## config.mk

```make
export PLATFORM = sky130hd
export DESIGN_NAME = oscs_top
export DESIGN_NICKNAME = d
export VERILOG_FILES = /design/src/shared/oscs_pkg.sv /design/src/rtl/oscs_top.sv /design/src/rtl/oscs_osc_gate.sv /design/src/rtl/oscs_unlock.sv
export SDC_FILE = /design/constraint.sdc
export NUM_CORES = 1
export LEC_CHECK = 0
export BUFFER_PORTS_ARGS = -buffer_cell sky130_fd_sc_hd__buf_4
export CORE_UTILIZATION = 49
export CTS_CLUSTER_DIAMETER = 40
export DETAILED_ROUTE_END_ITERATION = 6
export MAX_ROUTING_LAYER = met4
export PLACE_DENSITY = 0.8
export SLEW_MARGIN = 20
export SYNTH_ARGS = -nofsm -noshare
export SYNTH_HDL_FRONTEND = slang
export SYNTH_SLANG_ARGS = --single-unit
```

## constraint.sdc

```tcl
create_clock -name pclk -period 3.7 [get_ports pclk]
set_input_delay 0.185 -clock pclk [delete_from_list [all_inputs] [get_ports pclk]]
set_output_delay 0.185 -clock pclk [all_outputs]
set_load 0.005 [all_outputs]
```

## src/shared/oscs_pkg.sv

```systemverilog
package oscs_pkg;

   // ----------------------------------------
   // Register indices (byte address = index * 4)
   // ----------------------------------------
   localparam logic [7:0] IDX_MAIN_CLOCK_STATUS = 8'h03;
   localparam logic [7:0] IDX_FAST_OSC_CONTROL = 8'h10;
   localparam logic [7:0] IDX_FAST_OSC_FREQ_TRIM = 8'h11;
   localparam logic [7:0] IDX_FAST_OSC_SLOPE_TRIM = 8'h12;
   localparam logic [7:0] IDX_SLOW_OSC_CONTROL = 8'h18;
   localparam logic [7:0] IDX_GUARD_KEY = 8'h20;
   localparam logic [7:0] IDX_IRQ_STATUS = 8'h21;
   localparam logic [7:0] IDX_IRQ_MASK = 8'h22;
   localparam int ADDR_W = 8;
   localparam int IDX_LSB = 2;

   // ----------------------------------------
   // Field positions and reset values
   // ----------------------------------------
   localparam int BIT_EXT_STARTED = 7;
   localparam int BIT_SLOW_STABLE = 5;
   localparam int BIT_FAST_STABLE = 4;
   localparam int BIT_SWITCHING = 0;
   localparam int BIT_KEEP_RUNNING = 1;
   localparam int BIT_TRIM_FREEZE = 7;
   localparam int FREQ_TRIM_W = 6;
   localparam int SLOPE_TRIM_W = 4;
   localparam logic [7:0] CTRL_RESET = 8'h00;
   localparam logic [7:0] IRQ_RESET = 8'h00;

   // Interrupt status bits
   localparam int IRQ_EXT_STARTED = 0;
   localparam int IRQ_FAST_STABLE = 1;
   localparam int IRQ_SLOW_STABLE = 2;
   localparam int IRQ_SWITCH_DONE = 3;
   localparam int IRQ_W = 4;

   // ----------------------------------------
   // Unlock and timing
   // ----------------------------------------
   localparam logic [7:0] GUARD_KEY_VALUE = 8'h5a; // Arbitrary key value
   localparam logic [2:0] GUARD_WINDOW = 3'h4;     // Transfers allowed after the key
   localparam logic [7:0] OSC_GATE_TICKS = 8'h04;  // Oscillator cycles to open the gate
   localparam logic [7:0] EXT_START_TICKS = 8'h02; // External clock start-up cycles
   localparam logic [7:0] EXT_ANALOG_TICKS = 8'h00;

   // Main clock source select codes
   localparam logic [1:0] SRC_FAST = 2'h0;
   localparam logic [1:0] SRC_SLOW = 2'h1;
   localparam logic [1:0] SRC_EXT = 2'h3;

   // ----------------------------------------
   // Types
   // ----------------------------------------
   typedef enum logic [4:0] {
      OSC_OFF = 5'b00001,
      OSC_START = 5'b00010,
      OSC_READY = 5'b00100,
      OSC_GATE = 5'b01000,
      OSC_OPEN = 5'b10000
   } oscs_state_t;

   typedef struct packed {
      logic powered;
      logic stable;
      logic clk_gate_open;
   } oscs_osc_t;

   typedef struct packed {
      logic [1:0] freq_select_fuse_bits;
      logic fuse_trim_freeze_bit;
   } oscs_fuse_t;

endpackage : oscs_pkg

```

## src/rtl/oscs_top.sv

```systemverilog
// Contract
// [RULE1] Status bit 7 shows whether the external clock has started.
// [RULE2] Status bit 5 shows the slow oscillator is stable.
// [RULE3] Status bit 4 shows the fast oscillator is stable.
// [RULE4] Stability flags count only while the source is requested.
// [RULE5] Held-on but unrequested oscillator reads stable flag zero.
// [RULE6] Status bit 0 is high while a main source switch waits.
// [RULE7] Control bit 1 keeps its oscillator powered in every mode.
// [RULE8] No oscillator clock reaches consumers without a request.
// [RULE9] Gate opens four oscillator cycles after request; held-on skips analog start.
// [RULE10] Six-bit frequency trim, loaded at reset from fuse-selected factory value.
// [RULE11] Freeze bit set blocks writes to both fast trim registers.
// [RULE12] Freeze bit loaded at reset from the fuse lock bit.
// [RULE13] Four-bit slope trim, loaded at reset with factory value.
// [RULE14] Software writes the unlock key, then guarded bits within four transfers.
// [RULE15] Guarded register unchanged when written without a valid unlock.
// [RULE16] External clock needs two cycles start-up; pin claimed on request.
// [RULE17] Read-only and reserved bits ignore writes; reserved bits read zero.
//
// The APB slave port is this design's own decision.
`timescale 1ns/10ps
module oscs_top #(
   parameter logic [7:0] FAST_ANALOG_TICKS = 8'h10,
   parameter logic [7:0] SLOW_ANALOG_TICKS = 8'h04,
   parameter logic [23:0] FREQ_TRIM_TABLE = 24'h820820,
   parameter logic [15:0] SLOPE_TRIM_TABLE = 16'h8888
) (
   // Clock and reset
   input wire logic pclk,
   input wire logic presetn,
   // APB slave
   input wire logic psel,
   input wire logic penable,
   input wire logic pwrite,
   input wire logic [oscs_pkg::ADDR_W-1:0] paddr,
   input wire logic [31:0] pwdata,
   output logic [31:0] prdata,
   output logic pready,
   output logic pslverr,
   // Fuses
   input wire oscs_pkg::oscs_fuse_t osc_config_fuse,
   // Clock requests and main select
   input wire logic [1:0] main_clock_select,
   input wire logic fast_periph_req,
   input wire logic slow_periph_req,
   input wire logic ext_periph_req,
   // Oscillator cycle markers
   input wire logic fast_osc_tick,
   input wire logic slow_osc_tick,
   input wire logic ext_clock_tick,
   // Oscillator controls
   output logic fast_osc_power,
   output logic slow_osc_power,
   output logic fast_osc_clk_gate,
   output logic slow_osc_clk_gate,
   output logic ext_clk_gate,
   output logic external_clock_input_claim,
   output logic [1:0] main_clock_active,
   output logic [oscs_pkg::FREQ_TRIM_W-1:0] fast_osc_freq_trim,
   output logic [oscs_pkg::SLOPE_TRIM_W-1:0] fast_osc_temp_slope_trim,
   // Interrupt
   output logic irq
);

   // ----------------------------------------
   // State
   // ----------------------------------------
   logic fast_keep_q, fast_keep_d;
   logic slow_keep_q, slow_keep_d;
   logic [oscs_pkg::FREQ_TRIM_W-1:0] freq_trim_q, freq_trim_d;
   logic [oscs_pkg::SLOPE_TRIM_W-1:0] slope_trim_q, slope_trim_d;
   logic freeze_q, freeze_d;
   logic fuse_load_q;
   logic [1:0] active_src_q, active_src_d;
   logic [oscs_pkg::IRQ_W-1:0] irq_stat_q, irq_stat_d;
   logic [oscs_pkg::IRQ_W-1:0] irq_mask_q, irq_mask_d;
   logic [7:0] stat_prev_q;
   logic [31:0] prdata_q, prdata_d;
   logic pslverr_q, pslverr_d;

   oscs_pkg::oscs_osc_t fast_osc, slow_osc, ext_osc;

   // ----------------------------------------
   // APB decode
   // ----------------------------------------
   logic setup_phase, access_done, wr_done, rd_done;
   logic [oscs_pkg::ADDR_W-1:0] reg_idx;
   logic aligned;
   logic hit_status, hit_fast_ctrl, hit_freq, hit_slope, hit_slow_ctrl;
   logic hit_key, hit_irq_stat, hit_irq_mask, hit_any;
   logic guarded_hit, guarded_wr, unlocked, wr_allowed, trim_wr_ok;

   assign setup_phase = psel & ~penable;
   assign access_done = psel & penable;
   assign wr_done = access_done & pwrite;
   assign rd_done = access_done & ~pwrite;
   assign reg_idx = {{oscs_pkg::IDX_LSB{1'b0}}, paddr[oscs_pkg::ADDR_W-1:oscs_pkg::IDX_LSB]};
   assign aligned = (paddr[oscs_pkg::IDX_LSB-1:0] == 2'h0);
   assign hit_status = aligned & (reg_idx == oscs_pkg::IDX_MAIN_CLOCK_STATUS);
   assign hit_fast_ctrl = aligned & (reg_idx == oscs_pkg::IDX_FAST_OSC_CONTROL);
   assign hit_freq = aligned & (reg_idx == oscs_pkg::IDX_FAST_OSC_FREQ_TRIM);
   assign hit_slope = aligned & (reg_idx == oscs_pkg::IDX_FAST_OSC_SLOPE_TRIM);
   assign hit_slow_ctrl = aligned & (reg_idx == oscs_pkg::IDX_SLOW_OSC_CONTROL);
   assign hit_key = aligned & (reg_idx == oscs_pkg::IDX_GUARD_KEY);
   assign hit_irq_stat = aligned & (reg_idx == oscs_pkg::IDX_IRQ_STATUS);
   assign hit_irq_mask = aligned & (reg_idx == oscs_pkg::IDX_IRQ_MASK);
   assign hit_any = hit_status | hit_fast_ctrl | hit_freq | hit_slope | hit_slow_ctrl
                  | hit_key | hit_irq_stat | hit_irq_mask;

   // Guarded registers only change inside an unlock window
   assign guarded_hit = hit_fast_ctrl | hit_freq | hit_slope | hit_slow_ctrl;
   assign guarded_wr = wr_done & guarded_hit & unlocked;
   assign wr_allowed = guarded_wr;                       // see [RULE15]
   assign trim_wr_ok = wr_allowed & ~freeze_q;           // see [RULE11]

   oscs_unlock u_unlock (
      .pclk(pclk),
      .presetn(presetn),
      .key_write(wr_done & hit_key & (pwdata[7:0] == oscs_pkg::GUARD_KEY_VALUE)),
      .xfer_done(access_done),
      .guarded_write(guarded_wr),
      .unlocked(unlocked)
   );

   // ----------------------------------------
   // Clock requests and source switching
   // ----------------------------------------
   // Old source stays requested until the new one is stable, so main never stops
   logic fast_req, slow_req, ext_req, new_src_stable, switching;

   assign fast_req = fast_periph_req | (main_clock_select == oscs_pkg::SRC_FAST)
                   | (active_src_q == oscs_pkg::SRC_FAST);
   assign slow_req = slow_periph_req | (main_clock_select == oscs_pkg::SRC_SLOW)
                   | (active_src_q == oscs_pkg::SRC_SLOW);
   assign ext_req = ext_periph_req | (main_clock_select == oscs_pkg::SRC_EXT)
                  | (active_src_q == oscs_pkg::SRC_EXT);
   assign new_src_stable = (main_clock_select == oscs_pkg::SRC_FAST) ? fast_osc.stable :
                           (main_clock_select == oscs_pkg::SRC_SLOW) ? slow_osc.stable :
                           (main_clock_select == oscs_pkg::SRC_EXT) ? ext_osc.stable : 1'b0;
   assign switching = (main_clock_select != active_src_q);           // see [RULE6]
   assign active_src_d = (switching & new_src_stable) ? main_clock_select : active_src_q; // see [RULE6]

   oscs_osc_gate #(
      .ANALOG_TICKS(FAST_ANALOG_TICKS),
      .GATE_TICKS(oscs_pkg::OSC_GATE_TICKS)
   ) u_fast_gate (
      .pclk(pclk),
      .presetn(presetn),
      .request(fast_req),
      .keep_running(fast_keep_q),
      .osc_tick(fast_osc_tick),
      .osc(fast_osc)
   );

   oscs_osc_gate #(
      .ANALOG_TICKS(SLOW_ANALOG_TICKS),
      .GATE_TICKS(oscs_pkg::OSC_GATE_TICKS)
   ) u_slow_gate (
      .pclk(pclk),
      .presetn(presetn),
      .request(slow_req),
      .keep_running(slow_keep_q),
      .osc_tick(slow_osc_tick),
      .osc(slow_osc)
   );

   // External clock: no analog part, two cycles to start
   oscs_osc_gate #(
      .ANALOG_TICKS(oscs_pkg::EXT_ANALOG_TICKS),
      .GATE_TICKS(oscs_pkg::EXT_START_TICKS)
   ) u_ext_gate (
      .pclk(pclk),
      .presetn(presetn),
      .request(ext_req),
      .keep_running(1'b0),
      .osc_tick(ext_clock_tick),
      .osc(ext_osc)
   ); // see [RULE16]

   // ----------------------------------------
   // Status word
   // ----------------------------------------
   logic [7:0] status_word;

   always_comb begin
      status_word = 8'h00; // Reserved bits read zero, see [RULE17]
      status_word[oscs_pkg::BIT_EXT_STARTED] = ext_osc.stable;  // see [RULE1]
      status_word[oscs_pkg::BIT_SLOW_STABLE] = slow_osc.stable; // see [RULE2]
      status_word[oscs_pkg::BIT_FAST_STABLE] = fast_osc.stable; // see [RULE3]
      status_word[oscs_pkg::BIT_SWITCHING] = switching;         // see [RULE6]
   end

   // ----------------------------------------
   // Control and trim registers
   // ----------------------------------------
   // Fuse values are ports, so they load on the first edge after reset release
   logic [oscs_pkg::FREQ_TRIM_W-1:0] fuse_freq_trim;
   logic [oscs_pkg::SLOPE_TRIM_W-1:0] fuse_slope_trim;

   assign fuse_freq_trim = FREQ_TRIM_TABLE[osc_config_fuse.freq_select_fuse_bits * oscs_pkg::FREQ_TRIM_W
                                          +: oscs_pkg::FREQ_TRIM_W];   // see [RULE10]
   assign fuse_slope_trim = SLOPE_TRIM_TABLE[osc_config_fuse.freq_select_fuse_bits * oscs_pkg::SLOPE_TRIM_W
                                            +: oscs_pkg::SLOPE_TRIM_W]; // see [RULE13]

   assign fast_keep_d = (wr_allowed & hit_fast_ctrl) ? pwdata[oscs_pkg::BIT_KEEP_RUNNING] : fast_keep_q; // see [RULE7]
   assign slow_keep_d = (wr_allowed & hit_slow_ctrl) ? pwdata[oscs_pkg::BIT_KEEP_RUNNING] : slow_keep_q; // see [RULE7]
   assign freq_trim_d = fuse_load_q ? fuse_freq_trim :
                        (trim_wr_ok & hit_freq) ? pwdata[oscs_pkg::FREQ_TRIM_W-1:0] : freq_trim_q;
   assign slope_trim_d = fuse_load_q ? fuse_slope_trim :
                         (trim_wr_ok & hit_slope) ? pwdata[oscs_pkg::SLOPE_TRIM_W-1:0] : slope_trim_q;
   assign freeze_d = fuse_load_q ? osc_config_fuse.fuse_trim_freeze_bit : freeze_q; // see [RULE12]

   always_ff @(posedge pclk or negedge presetn) begin
      if (!presetn) begin
         fast_keep_q <= oscs_pkg::CTRL_RESET[oscs_pkg::BIT_KEEP_RUNNING];
         slow_keep_q <= oscs_pkg::CTRL_RESET[oscs_pkg::BIT_KEEP_RUNNING];
         freq_trim_q <= '0;
         slope_trim_q <= '0;
         freeze_q <= 1'b1; // Frozen until the fuse says otherwise
         fuse_load_q <= 1'b1;
         active_src_q <= oscs_pkg::SRC_FAST;
      end else begin
         fast_keep_q <= fast_keep_d;
         slow_keep_q <= slow_keep_d;
         freq_trim_q <= freq_trim_d;
         slope_trim_q <= slope_trim_d;
         freeze_q <= freeze_d;
         fuse_load_q <= 1'b0;
         active_src_q <= active_src_d;
      end
   end

   // ----------------------------------------
   // Interrupt status and mask
   // ----------------------------------------
   // Rising stable flags and the falling switch flag post events; a read clears only what it returned, so new events win
   logic [oscs_pkg::IRQ_W-1:0] irq_events, irq_clear;

   assign irq_events[oscs_pkg::IRQ_EXT_STARTED] = status_word[oscs_pkg::BIT_EXT_STARTED]
                                                & ~stat_prev_q[oscs_pkg::BIT_EXT_STARTED];
   assign irq_events[oscs_pkg::IRQ_FAST_STABLE] = status_word[oscs_pkg::BIT_FAST_STABLE]
                                                & ~stat_prev_q[oscs_pkg::BIT_FAST_STABLE];
   assign irq_events[oscs_pkg::IRQ_SLOW_STABLE] = status_word[oscs_pkg::BIT_SLOW_STABLE]
                                                & ~stat_prev_q[oscs_pkg::BIT_SLOW_STABLE];
   assign irq_events[oscs_pkg::IRQ_SWITCH_DONE] = ~status_word[oscs_pkg::BIT_SWITCHING]
                                                & stat_prev_q[oscs_pkg::BIT_SWITCHING];
   assign irq_clear = (rd_done & hit_irq_stat) ? prdata_q[oscs_pkg::IRQ_W-1:0] : '0;
   assign irq_stat_d = (irq_stat_q & ~irq_clear) | irq_events;
   assign irq_mask_d = (wr_done & hit_irq_mask) ? pwdata[oscs_pkg::IRQ_W-1:0] : irq_mask_q;

   always_ff @(posedge pclk or negedge presetn) begin
      if (!presetn) begin
         irq_stat_q <= oscs_pkg::IRQ_RESET[oscs_pkg::IRQ_W-1:0];
         irq_mask_q <= oscs_pkg::IRQ_RESET[oscs_pkg::IRQ_W-1:0];
         stat_prev_q <= 8'h00;
      end else begin
         irq_stat_q <= irq_stat_d;
         irq_mask_q <= irq_mask_d;
         stat_prev_q <= status_word;
      end
   end

   // ----------------------------------------
   // Read data, captured in the setup cycle
   // ----------------------------------------
   logic [7:0] rd_byte;

   assign rd_byte = hit_status ? status_word :
                    hit_fast_ctrl ? {6'h00, fast_keep_q, 1'b0} :
                    hit_slow_ctrl ? {6'h00, slow_keep_q, 1'b0} :
                    hit_freq ? {2'h0, freq_trim_q} :
                    hit_slope ? {freeze_q, 3'h0, slope_trim_q} :
                    hit_irq_stat ? {4'h0, irq_stat_q} :
                    hit_irq_mask ? {4'h0, irq_mask_q} : 8'h00; // see [RULE17]
   assign prdata_d = (setup_phase & ~pwrite) ? {24'h000000, rd_byte} : prdata_q;
   assign pslverr_d = setup_phase ? ~hit_any : pslverr_q;

   always_ff @(posedge pclk or negedge presetn) begin
      if (!presetn) begin
         prdata_q <= 32'h00000000;
         pslverr_q <= 1'b0;
      end else begin
         prdata_q <= prdata_d;
         pslverr_q <= pslverr_d;
      end
   end

   // ----------------------------------------
   // Outputs
   // ----------------------------------------
   assign prdata = prdata_q;
   assign pready = access_done; // One access cycle, never stretched
   assign pslverr = access_done & pslverr_q;
   assign fast_osc_power = fast_osc.powered;
   assign slow_osc_power = slow_osc.powered;
   assign fast_osc_clk_gate = fast_osc.clk_gate_open; // see [RULE8]
   assign slow_osc_clk_gate = slow_osc.clk_gate_open; // see [RULE8]
   assign ext_clk_gate = ext_osc.clk_gate_open;
   assign external_clock_input_claim = ext_req;        // see [RULE16]
   assign main_clock_active = active_src_q;
   assign fast_osc_freq_trim = freq_trim_q;
   assign fast_osc_temp_slope_trim = slope_trim_q;
   assign irq = |(irq_stat_q & irq_mask_q);

endmodule : oscs_top

```

## src/rtl/oscs_osc_gate.sv

```systemverilog
`timescale 1ns/10ps
module oscs_osc_gate #(
   parameter logic [7:0] ANALOG_TICKS = 8'h08,
   parameter logic [7:0] GATE_TICKS = 8'h04
) (
   // Clock and reset
   input wire logic pclk,
   input wire logic presetn,
   // Control
   input wire logic request,
   input wire logic keep_running,
   input wire logic osc_tick,
   // Result
   output oscs_pkg::oscs_osc_t osc
);

   oscs_pkg::oscs_state_t state_q, state_d;
   logic [7:0] cnt_q, cnt_d;
   logic powered;

   // Powered while used or while held on by software
   assign powered = request | keep_running;

   // ----------------------------------------
   // Start-up sequencing
   // ----------------------------------------
   always_comb begin
      state_d = state_q;
      cnt_d = cnt_q;
      unique case (state_q)
         oscs_pkg::OSC_OFF: begin
            cnt_d = 8'h00;
            if (powered) begin
               state_d = (ANALOG_TICKS == 8'h00) ? oscs_pkg::OSC_READY : oscs_pkg::OSC_START;
            end
         end
         oscs_pkg::OSC_START: begin
            if (!powered) begin
               state_d = oscs_pkg::OSC_OFF;
            end else if (osc_tick) begin
               cnt_d = cnt_q + 8'h01;
               if (cnt_q == ANALOG_TICKS - 8'h01) begin
                  state_d = oscs_pkg::OSC_READY;
                  cnt_d = 8'h00;
               end
            end
         end
         oscs_pkg::OSC_READY: begin
            cnt_d = 8'h00;
            if (!powered) begin
               state_d = oscs_pkg::OSC_OFF;
            end else if (request) begin
               state_d = oscs_pkg::OSC_GATE; // Held-on oscillator skips analog start-up, see [RULE9]
            end
         end
         oscs_pkg::OSC_GATE: begin
            if (!powered) begin
               state_d = oscs_pkg::OSC_OFF;
            end else if (!request) begin
               state_d = oscs_pkg::OSC_READY;
            end else if (osc_tick) begin
               cnt_d = cnt_q + 8'h01;
               if (cnt_q == GATE_TICKS - 8'h01) begin
                  state_d = oscs_pkg::OSC_OPEN; // see [RULE9]
               end
            end
         end
         oscs_pkg::OSC_OPEN: begin
            if (!powered) begin
               state_d = oscs_pkg::OSC_OFF;
            end else if (!request) begin
               state_d = oscs_pkg::OSC_READY;
            end
         end
         default: begin
            state_d = oscs_pkg::OSC_OFF;
         end
      endcase
   end

   always_ff @(posedge pclk or negedge presetn) begin
      if (!presetn) begin
         state_q <= oscs_pkg::OSC_OFF;
         cnt_q <= 8'h00;
      end else begin
         state_q <= state_d;
         cnt_q <= cnt_d;
      end
   end

   // Gate only open while requested, so held-on alone gives no clock
   assign osc.powered = powered;                                  // see [RULE7]
   assign osc.clk_gate_open = (state_q == oscs_pkg::OSC_OPEN);    // see [RULE8]
   assign osc.stable = (state_q == oscs_pkg::OSC_OPEN) & request; // see [RULE4] see [RULE5]

endmodule : oscs_osc_gate

```

## src/rtl/oscs_unlock.sv

```systemverilog
`timescale 1ns/10ps
module oscs_unlock (
   // Clock and reset
   input wire logic pclk,
   input wire logic presetn,
   // Bus events
   input wire logic key_write,
   input wire logic xfer_done,
   input wire logic guarded_write,
   // Window state
   output logic unlocked
);

   logic [2:0] left_q, left_d;

   // ----------------------------------------
   // Window of a few transfers after the key
   // ----------------------------------------
   // A guarded write consumes the window so one key buys one change
   always_comb begin
      left_d = left_q;
      if (key_write) begin
         left_d = oscs_pkg::GUARD_WINDOW;
      end else if (guarded_write) begin
         left_d = 3'h0;
      end else if (xfer_done && left_q != 3'h0) begin
         left_d = left_q - 3'h1;
      end
   end

   always_ff @(posedge pclk or negedge presetn) begin
      if (!presetn) begin
         left_q <= 3'h0;
      end else begin
         left_q <= left_d;
      end
   end

   assign unlocked = (left_q != 3'h0); // see [RULE14]

endmodule : oscs_unlock

```

# Word level (Yosys, flattened, before mapping)
# Cells that the tools add are included.
dict set report word_totals {
  reg_bits 79
  output_inout_bits 53
  word_cells 252
  inputBits 56
}
dict set report classes {
  n_addsub 4
  shifts 2
  n_bitwise 63
  n_eq_ne 68
  n_reduce_logical 21
  multipliers 1
  mux 74
}
# cell count
set ops {}
lappend ops {{8-bit 2-to-1 mux} 22}
lappend ops {{5-bit 2-to-1 mux} 32}
lappend ops {{5-bit case mux with 5 select lines} 3}
lappend ops {{8-bit case mux with 3 select lines} 3}
lappend ops {{1-bit AND} 33}
lappend ops {{2-bit != test, second input constant} 13}
lappend ops {{8-bit by 1-bit adder with 8-bit output, second input constant} 3}
lappend ops {{6-bit by 5-bit == test with 1-bit output, second input constant} 4}
lappend ops {{4-bit 2-to-1 mux} 6}
lappend ops {{3-bit != test, second input constant} 8}
lappend ops {{24-bit by 6-bit variable part select with 6-bit output, first input constant} 1}
lappend ops {{6-bit == test, second input constant} 3}
lappend ops {{1-bit bitwise OR} 18}
lappend ops {{6-bit AND reduction} 3}
lappend ops {{8-bit by 2-bit == test with 1-bit output, second input constant} 2}
lappend ops {{4-bit != test, second input constant} 4}
lappend ops {{16-bit by 5-bit variable part select with 4-bit output, first input constant} 1}
lappend ops {{5-bit by 1-bit == test with 1-bit output, second input constant} 3}
lappend ops {{5-bit by 2-bit == test with 1-bit output, second input constant} 3}
lappend ops {{5-bit by 3-bit == test with 1-bit output, second input constant} 3}
lappend ops {{5-bit by 4-bit == test with 1-bit output, second input constant} 3}
lappend ops {{5-bit == test, second input constant} 3}
lappend ops {{3-bit nonzero test} 5}
lappend ops {{7-bit AND reduction} 2}
lappend ops {{25 further kinds} 52}

# Longest topological paths before layout
# Gate-level depths: netlist of the first run.
dict set report depth {
  word_depth 11
  ltp_mapped 8
  ltp_nobuf 7
}

# Modules after synthesis
# Synthesis of the first run repeated with hierarchy kept, for this count alone.
dict set report hier_totals {
  cells_unflattened 536
  hier_area_um2 5051.1
}
# module seq_area_each_um2 instances cells_each area_each_um2
set by_module_without_submodules {}
lappend by_module_without_submodules {oscs_top 903.4 1 232 2202.1}
lappend by_module_without_submodules {{oscs_osc_gate at u_slow_gate} 326.6 1 102 922.1}
lappend by_module_without_submodules {{oscs_osc_gate at u_fast_gate} 326.6 1 94 892.1}
lappend by_module_without_submodules {{oscs_osc_gate at u_ext_gate} 301.5 1 89 842.1}
lappend by_module_without_submodules {oscs_unlock 75.1 1 19 192.7}

# Worst setup path before layout of the first run
# No wires, ideal clock.
dict set report synth_path {
  path_kind {reg-to-reg}
  start {register u_fast_gate.state_q[2]}
  end {register u_fast_gate.cnt_q[1]}
  path_slack_ns 1.773
  n_path_buf 1
  setup_time_ns 0.125
  arrival_time_ns 1.803
  stages_incl_launch_ff 7
  required_ns 3.575
  period_less_slack_ns 1.927
  cell_sequence {dfrtp_1 > buf_2 > nor3_1 > nand3_1 > a21boi_1 > or2_2 > mux2_2}
}
dict set report synth_via {
  elab_chain_len 4
  elab_cells_between_ends 13
  cone_classes {eq/ne: 9; mux: 1; reduce/logical: 3}
}
# item line_no
set synth_lines {}
lappend synth_lines {{start: declaration} oscs_osc_gate.sv:17} ;# oscs_pkg::oscs_state_t state_q, state_d;
lappend synth_lines {{start signal: assignment} oscs_osc_gate.sv:83} ;# state_q <= oscs_pkg::OSC_OFF;
lappend synth_lines {{start signal: assignment} oscs_osc_gate.sv:86} ;# state_q <= state_d;
lappend synth_lines {{5-bit by 1-bit == test with 1-bit output / 5-bit by 3-bit == test with 1-bit output (equally long branches)} oscs_osc_gate.sv:30} ;# unique case (state_q)
lappend synth_lines {{2-bit OR reduction (no line)} n/a}
lappend synth_lines {{3-bit nonzero test (no line)} n/a}
lappend synth_lines {{6-bit AND reduction (no line)} n/a}
lappend synth_lines {{end signal: assignment} oscs_osc_gate.sv:87} ;# cnt_q <= cnt_d;
lappend synth_lines {{end: declaration} oscs_osc_gate.sv:18} ;# logic [7:0] cnt_q, cnt_d;
# Parallel ways exist; a longest one is shown, timed or not.
# A chain may end at the register's enable or synchronous reset.

# Final worst setup path of the first run
# Same ends and word-level chain as after synthesis.

==> results of run 1 <==
[final cells by class]
| class | instances | area [um^2] |
|---|---|---|
| Fill cell | 836 | 3980 |
| Inverter | 16 | 60.1 |
| Sequential cell | 77 | 1930 |
| Clock inverter | 5 | 35.0 |
| Tap cell | 129 | 161 |
| Timing Repair Buffer | 58 | 435 |
| Clock buffer | 11 | 141 |
| Multi-Input combinational cell | 406 | 2580 |
[per-layer routing]
layer / wire length, um / vias to the layer above
li1: - / 1955
met4: 208 / 0
met1: 4930 / 1967
met3: 670 / 21
met5: 0 / -
met2: 5240 / 154
[worst max-delay path by stage]
stage,startpoint,end,depth (start not counted)
final,u_fast_gate.state_q[2]$_DFFE_PN0P_,u_fast_gate.cnt_q[1]$_DFFE_PN0P_,5
after global routing,u_fast_gate.state_q[2]$_DFFE_PN0P_,u_fast_gate.cnt_q[1]$_DFFE_PN0P_,5
after CTS,u_fast_gate.state_q[2]$_DFFE_PN0P_,u_fast_gate.cnt_q[1]$_DFFE_PN0P_,5
after detailed placement,u_fast_gate.state_q[2]$_DFFE_PN0P_,u_fast_gate.cnt_q[1]$_DFFE_PN0P_,5
after global placement,u_fast_gate.state_q[2]$_DFFE_PN0P_,u_fast_gate.cnt_q[1]$_DFFE_PN0P_,5
after floorplan,u_fast_gate.state_q[2]$_DFFE_PN0P_,u_fast_gate.cnt_q[1]$_DFFE_PN0P_,6
[flip-flops by register name, summed over array words and instances, names as in the netlist, 5 cells and up]
signal and cells:
u_ext_gate.cnt_q 8, u_fast_gate.cnt_q 8, u_slow_gate.cnt_q 8, fast_osc_freq_trim 6, u_fast_gate.state_q 5, u_slow_gate.state_q 5
prdata 7
[critical path: cells and delay by family, from the launching register on]
kind / cells / cell delay [ns]
simple gates: 3 / 0.82
flops: 1 / 0.50
compound gates: 1 / 0.49
mux: 1 / 0.33
[cell usage in the layout, fill, tap and decap left out, types with 7 or more instances in the layout]
cell / n
dfrtp_1: 72
buf_4: 58
nor2_1: 39
nand2_1: 38
o21ai_0: 31
a21oi_1: 30
conb_1: 26
nor3_1: 17
inv_1: 16
nor2b_1: 15
nand3_1: 14
a22o_1: 14
o22ai_1: 13
nand2b_1: 13
and3_1: 11
clkbuf_8: 10
a21o_1: 8
or3_1: 7
[per-stage QoR]
stage | util | hold slack [ns] | cell area (um^2)
finish | 0.573 | -0.0329 | 5350
global route | 0.573 | 0.0238 | 5350
global placement | 0.554 | 0.394 | 5170
CTS | 0.573 | 0.0184 | 5350
detailed placement | 0.554 | 0.404 | 5170
floorplan | - | -0.111 | 4860
[kinds of logic after synthesis]
group	synth area share
AND/OR/NAND/NOR	0.240
buffers and inverters	0.0725
flip-flops	0.406
AO/OA/AOI/OAI	0.214
adder cells (fa/ha/maj)	0.0158
XOR/XNOR	0.0165
other	0.000787
multiplexers	0.0341
[power breakdown]
part	total [W]	internal [W]	switching, W
logic	0.00100	0.000434	0.000567
clock network	0.000580	0.000263	0.000317
registers	0.00115	0.000980	0.000172
==> impl_metrics.toml, run 1 <==
[sta]
fin_setup_tns_ns = 0
fin_crit_sh = 0.610
tightest_slew_ns = 0.968
worst_slack_ns = 1.44
max_freq_mhz = 443
period_minus_slack_ns = 2.26
rsz0062_at_grt = "no"
hold_viol_final = 18
setup_violations = 0
relSlewSlack = 0.355
holdWs_ns = -0.0329
finalMaxSlewViolations = 0
fin_skew_ns = 0.0155

[yosys]
avgSynthCellArea_um2 = 9.22
synth.area.top_cells = "dfrtp_1 (38%), buf_4 (4.1%), o21ai_0 (3.3%)"
syn_area_um2 = 4770
synth_seq_cells = 77
yosysUniqueCellTypes = 78
yosysWarnings = 0
ys_seq_area_frac = 0.406
ys_async_sr_fraction = 1.00
synth_top_area_share = 0.378
synth_common_cells = "dfrtp_1 (72), nor2_1 (39), nand2_1 (38)"
synth_cells = 517
ys.flop_type = "dfrtp_1"
yosysMostFrequentCell = "dfrtp_1"
synth-edff-count = 0
synth_top_cell_by_area = "dfrtp_1"

[drt]
drt-pass1-iter-count = 5
vias = 4097
avgRoutedWirePerCell_um = 15.7
drt_iter0_markers = 267
totalWireLength_mm = 11.1
vias_per_cell = 5.84
drc = 0
ant_nets = 0

[floorplan]
chipWidth_um = 101
start_util = 0.511
die_area_um2 = 10100
coreArea_um2 = 9330
rows = 35
chipHeight_um = 101
io_pins = 109

[global_routing]
grt_pass1_wl_mm = 18.3
grt_max_degree = 78
use_met2 = 0.370
use_met3 = 0.0416
grt_pass1_vias = 3821
antenna_found_initial = 0
use_met1 = 0.311
top_usage_layer = "met2"
grt_overflow = 0
grt_use_total = 0.237

[cells_and_area]
syn_to_final_growth_pct = 12.2
fin_cells = 702
final_nets = 630
drive_gt1_frac = 0.190
diodes = 0

[clock_network]
cts_tree = "done"
cts_setup_buffers = 0
clk_pin_slew_ns = 0.09
clock-sinks = 77
postCtsResizedCells = 0
cts_buffers = 9
clockRootBuffer = "clkbuf_8"
cts_max_level = 3
clk_latency_ns = 0.36
clock_path_buffers = 2
hold_buffers = 0

[flow_run]
drv_cap = 0

[critical_path]
crit_chain = "nor3_1 -> nand3_1 -> a21boi_1 -> or2_2 -> mux2_2"
cp_slowest_cell = "dfrtp_1"
cp_slowest_stage_delay_ns = 0.50
worstSetupStartpointType = "flip-flop"
worstPathArrival_ns = 2.51
rr_startpoint = "u_fast_gate.state_q[2]$_DFFE_PN0P_"
required_ns = 3.95
rr_endpoint = "u_fast_gate.cnt_q[1]$_DFFE_PN0P_"
crit_fanout = 11
cp-end-kind = "flip-flop"
r2r_slack_ns = 1.44
r2r_cells = 5
worst-setup-path-type = "flip-flop to flip-flop"

[place]
gp_congestion = 0.892
dp_hpwl_mm = 8.23
detailedPlace.worstSlack_ns = 1.48
io_buffers = 57
post-place-cells = 686

[power]
power_w = 0.00273
p_per_area_nw_per_um2 = 511
p_leak_nw = 2.37
ir_drop_uv = 333

[outcome]
status = "finished with violations"
violations = "negative hold slack"

[min_path]
hold_class = "primary input to async pin"
(Power assumes the default switching activity.)
==> run 2, diff against run 1 <==
- clock period: 3.7 -> 2.2 ns (I/O delays scaled with it)
==> run 2 against run 1 <==
The flow now finishes without violations. Setup slack lost 1.2 ns. Die area is the same. Flip-flop and latch count unchanged. Fmax increased by 13%. Hold slack gained 0.053 ns. Global-route usage is 0.33 points lower. Cell count increased by 1.9%. Critical path depth did not move. Sequential power up 68%.
==> impl_metrics.toml, run 2 (synthesis results as in run 1) <==
[cells_and_area]
drive_gt1_frac = 0.205
design_area_um2 = 5510
layout.cells.most_common = "dfrtp_1"
final_cell_mix = "dfrtp_1 (72), buf_4 (66), nor2_1 (39)"
fin_cells = 715
final_nets = 643
final_core_util = 0.591
syn_to_final_growth_pct = 15.7
largestRegisters = "u_ext_gate.cnt_q: 8 flops, u_fast_gate.cnt_q: 8 flops, u_slow_gate.cnt_q: 8 flops"
diodes = 0

[place]
gp_congestion = 0.899
io_buffers = 57
detailedPlace.worstSlack_ns = 0.198
dp_hpwl_mm = 8.12
post-place-cells = 695
place_area_um2 = 5250

[floorplan]
coreArea_um2 = 9330
io_pins = 109
chipHeight_um = 101
chipWidth_um = 101
start_util = 0.511
die_area_um2 = 10100
rows = 35

[clock_network]
cts_buffers = 9
clockRootBuffer = "clkbuf_8"
cts_max_level = 3
clk_pin_slew_ns = 0.09
cts_tree = "done"
clk_latency_ns = 0.35
clock-sinks = 77
clock_path_buffers = 2

[global_routing]
grt_overflow = 0
antenna_found_initial = 0
grt_pass1_vias = 3908
grt_max_degree = 47
grt_use_total = 0.234
grt_pass1_wl_mm = 18.2

[drt]
vias_per_cell = 5.77
avgRoutedWirePerCell_um = 15.6
totalWireLength_mm = 11.2
drt-pass1-iter-count = 5
ant_nets = 0
drt_iter0_markers = 237
drc = 0
vias = 4127

[sta]
tightest_slew_ns = 0.614
finalMaxSlewViolations = 0
max_freq_mhz = 499
fin_setup_tns_ns = 0
setup_violations = 0
fin_crit_sh = 0.911
fin_skew_ns = 0.0192
period_minus_slack_ns = 2.01
hold_viol_final = 0
relSlewSlack = 0.591
rsz0062_at_grt = "no"
worst_slack_ns = 0.195

[min_path]
hold_class = "primary input to flip-flop"

[critical_path]
required_ns = 2.47
worstPathArrival_ns = 2.28
cp-end-kind = "flip-flop"
worstSetupStartpointType = "flip-flop"
worst-setup-path-type = "flip-flop to flip-flop"
r2r_slack_ns = 0.19
crit_fanout = 5

[flow_run]
drv_cap = 0

[outcome]
status = "completed"

[power]
p_leak_nw = 2.45
p_per_area_nw_per_um2 = 864
ir_drop_uv = 555
==> run 2: power by group <==
part | internal [W] | leakage [nW] | switching (W)
combinational | 0.000766 | 1.36 | 0.000965
sequential | 0.00165 | 0.997 | 0.000286
clock | 0.000558 | 0.0995 | 0.000539
total | 0.00297 | 2.45 | 0.00179
==> run 2: cell type report <==
type	count	area, um^2
fill	806	3810
tap	129	161
multi-input combinational	406	2600
clock buffer	11	141
inverter	16	60.1
sequential	77	1930
timing repair buffer	71	556
clock inverter	5	60.1
==> run 2: critical path, stage by stage, from the launching register on <==
cell and delay, ns:
dfrtp_1 0.43, or4_4 0.55, nor3_2 0.19, o32ai_1 0.12, or4_1 0.52, o22ai_2 0.13
==> run 2: path summary, 6_finish.rpt <==
kind | start | endpoint | depth (start not counted)
worst max-delay path | u_fast_gate.cnt_q[5]$_DFFE_PN0P_ | u_fast_gate.state_q[2]$_DFFE_PN0P_ | 5
min in group asynchronous | presetn | u_ext_gate.cnt_q[3]$_DFFE_PN0P_ | 2
worst min-delay path | osc_config_fuse[0] | freeze_q$_DFFE_PN1P_ | 2
worst min register to register | u_ext_gate.cnt_q[7]$_DFFE_PN0P_ | u_ext_gate.cnt_q[7]$_DFFE_PN0P_ | 1
max in group asynchronous | presetn | freeze_q$_DFFE_PN1P_ | 3
worst max register to register | u_fast_gate.cnt_q[5]$_DFFE_PN0P_ | u_fast_gate.state_q[2]$_DFFE_PN0P_ | 5
==> run 2: what timing repair did <==
action	CTS	global route
setup endpoints to repair	0	8
hold endpoints to repair	46	0
setup buffers	0	0
gates resized for setup	0	4
hold buffers	4	0
==> run 2: per-stage QoR <==
| stage | hold slack (ns) | total power, W |
|---|---|---|
| finish | 0.0204 | 0.00476 |
| global route | 0.00129 | 0.00509 |
| detailed placement | 0.167 | 0.00364 |
| floorplan | -0.186 | 0.00318 |
| CTS | 0.00389 | 0.00475 |
| global placement | 0.161 | 0.00354 |
==> run 2: per-layer routing <==
layer  up-vias  routed length (um)  GRT usage
met5         -                   0          -
met4         0                 210     0.0925
met3        21                 538     0.0340
met2       121                5330      0.372
met1      2007                5100      0.302
li1       1978                   -          -
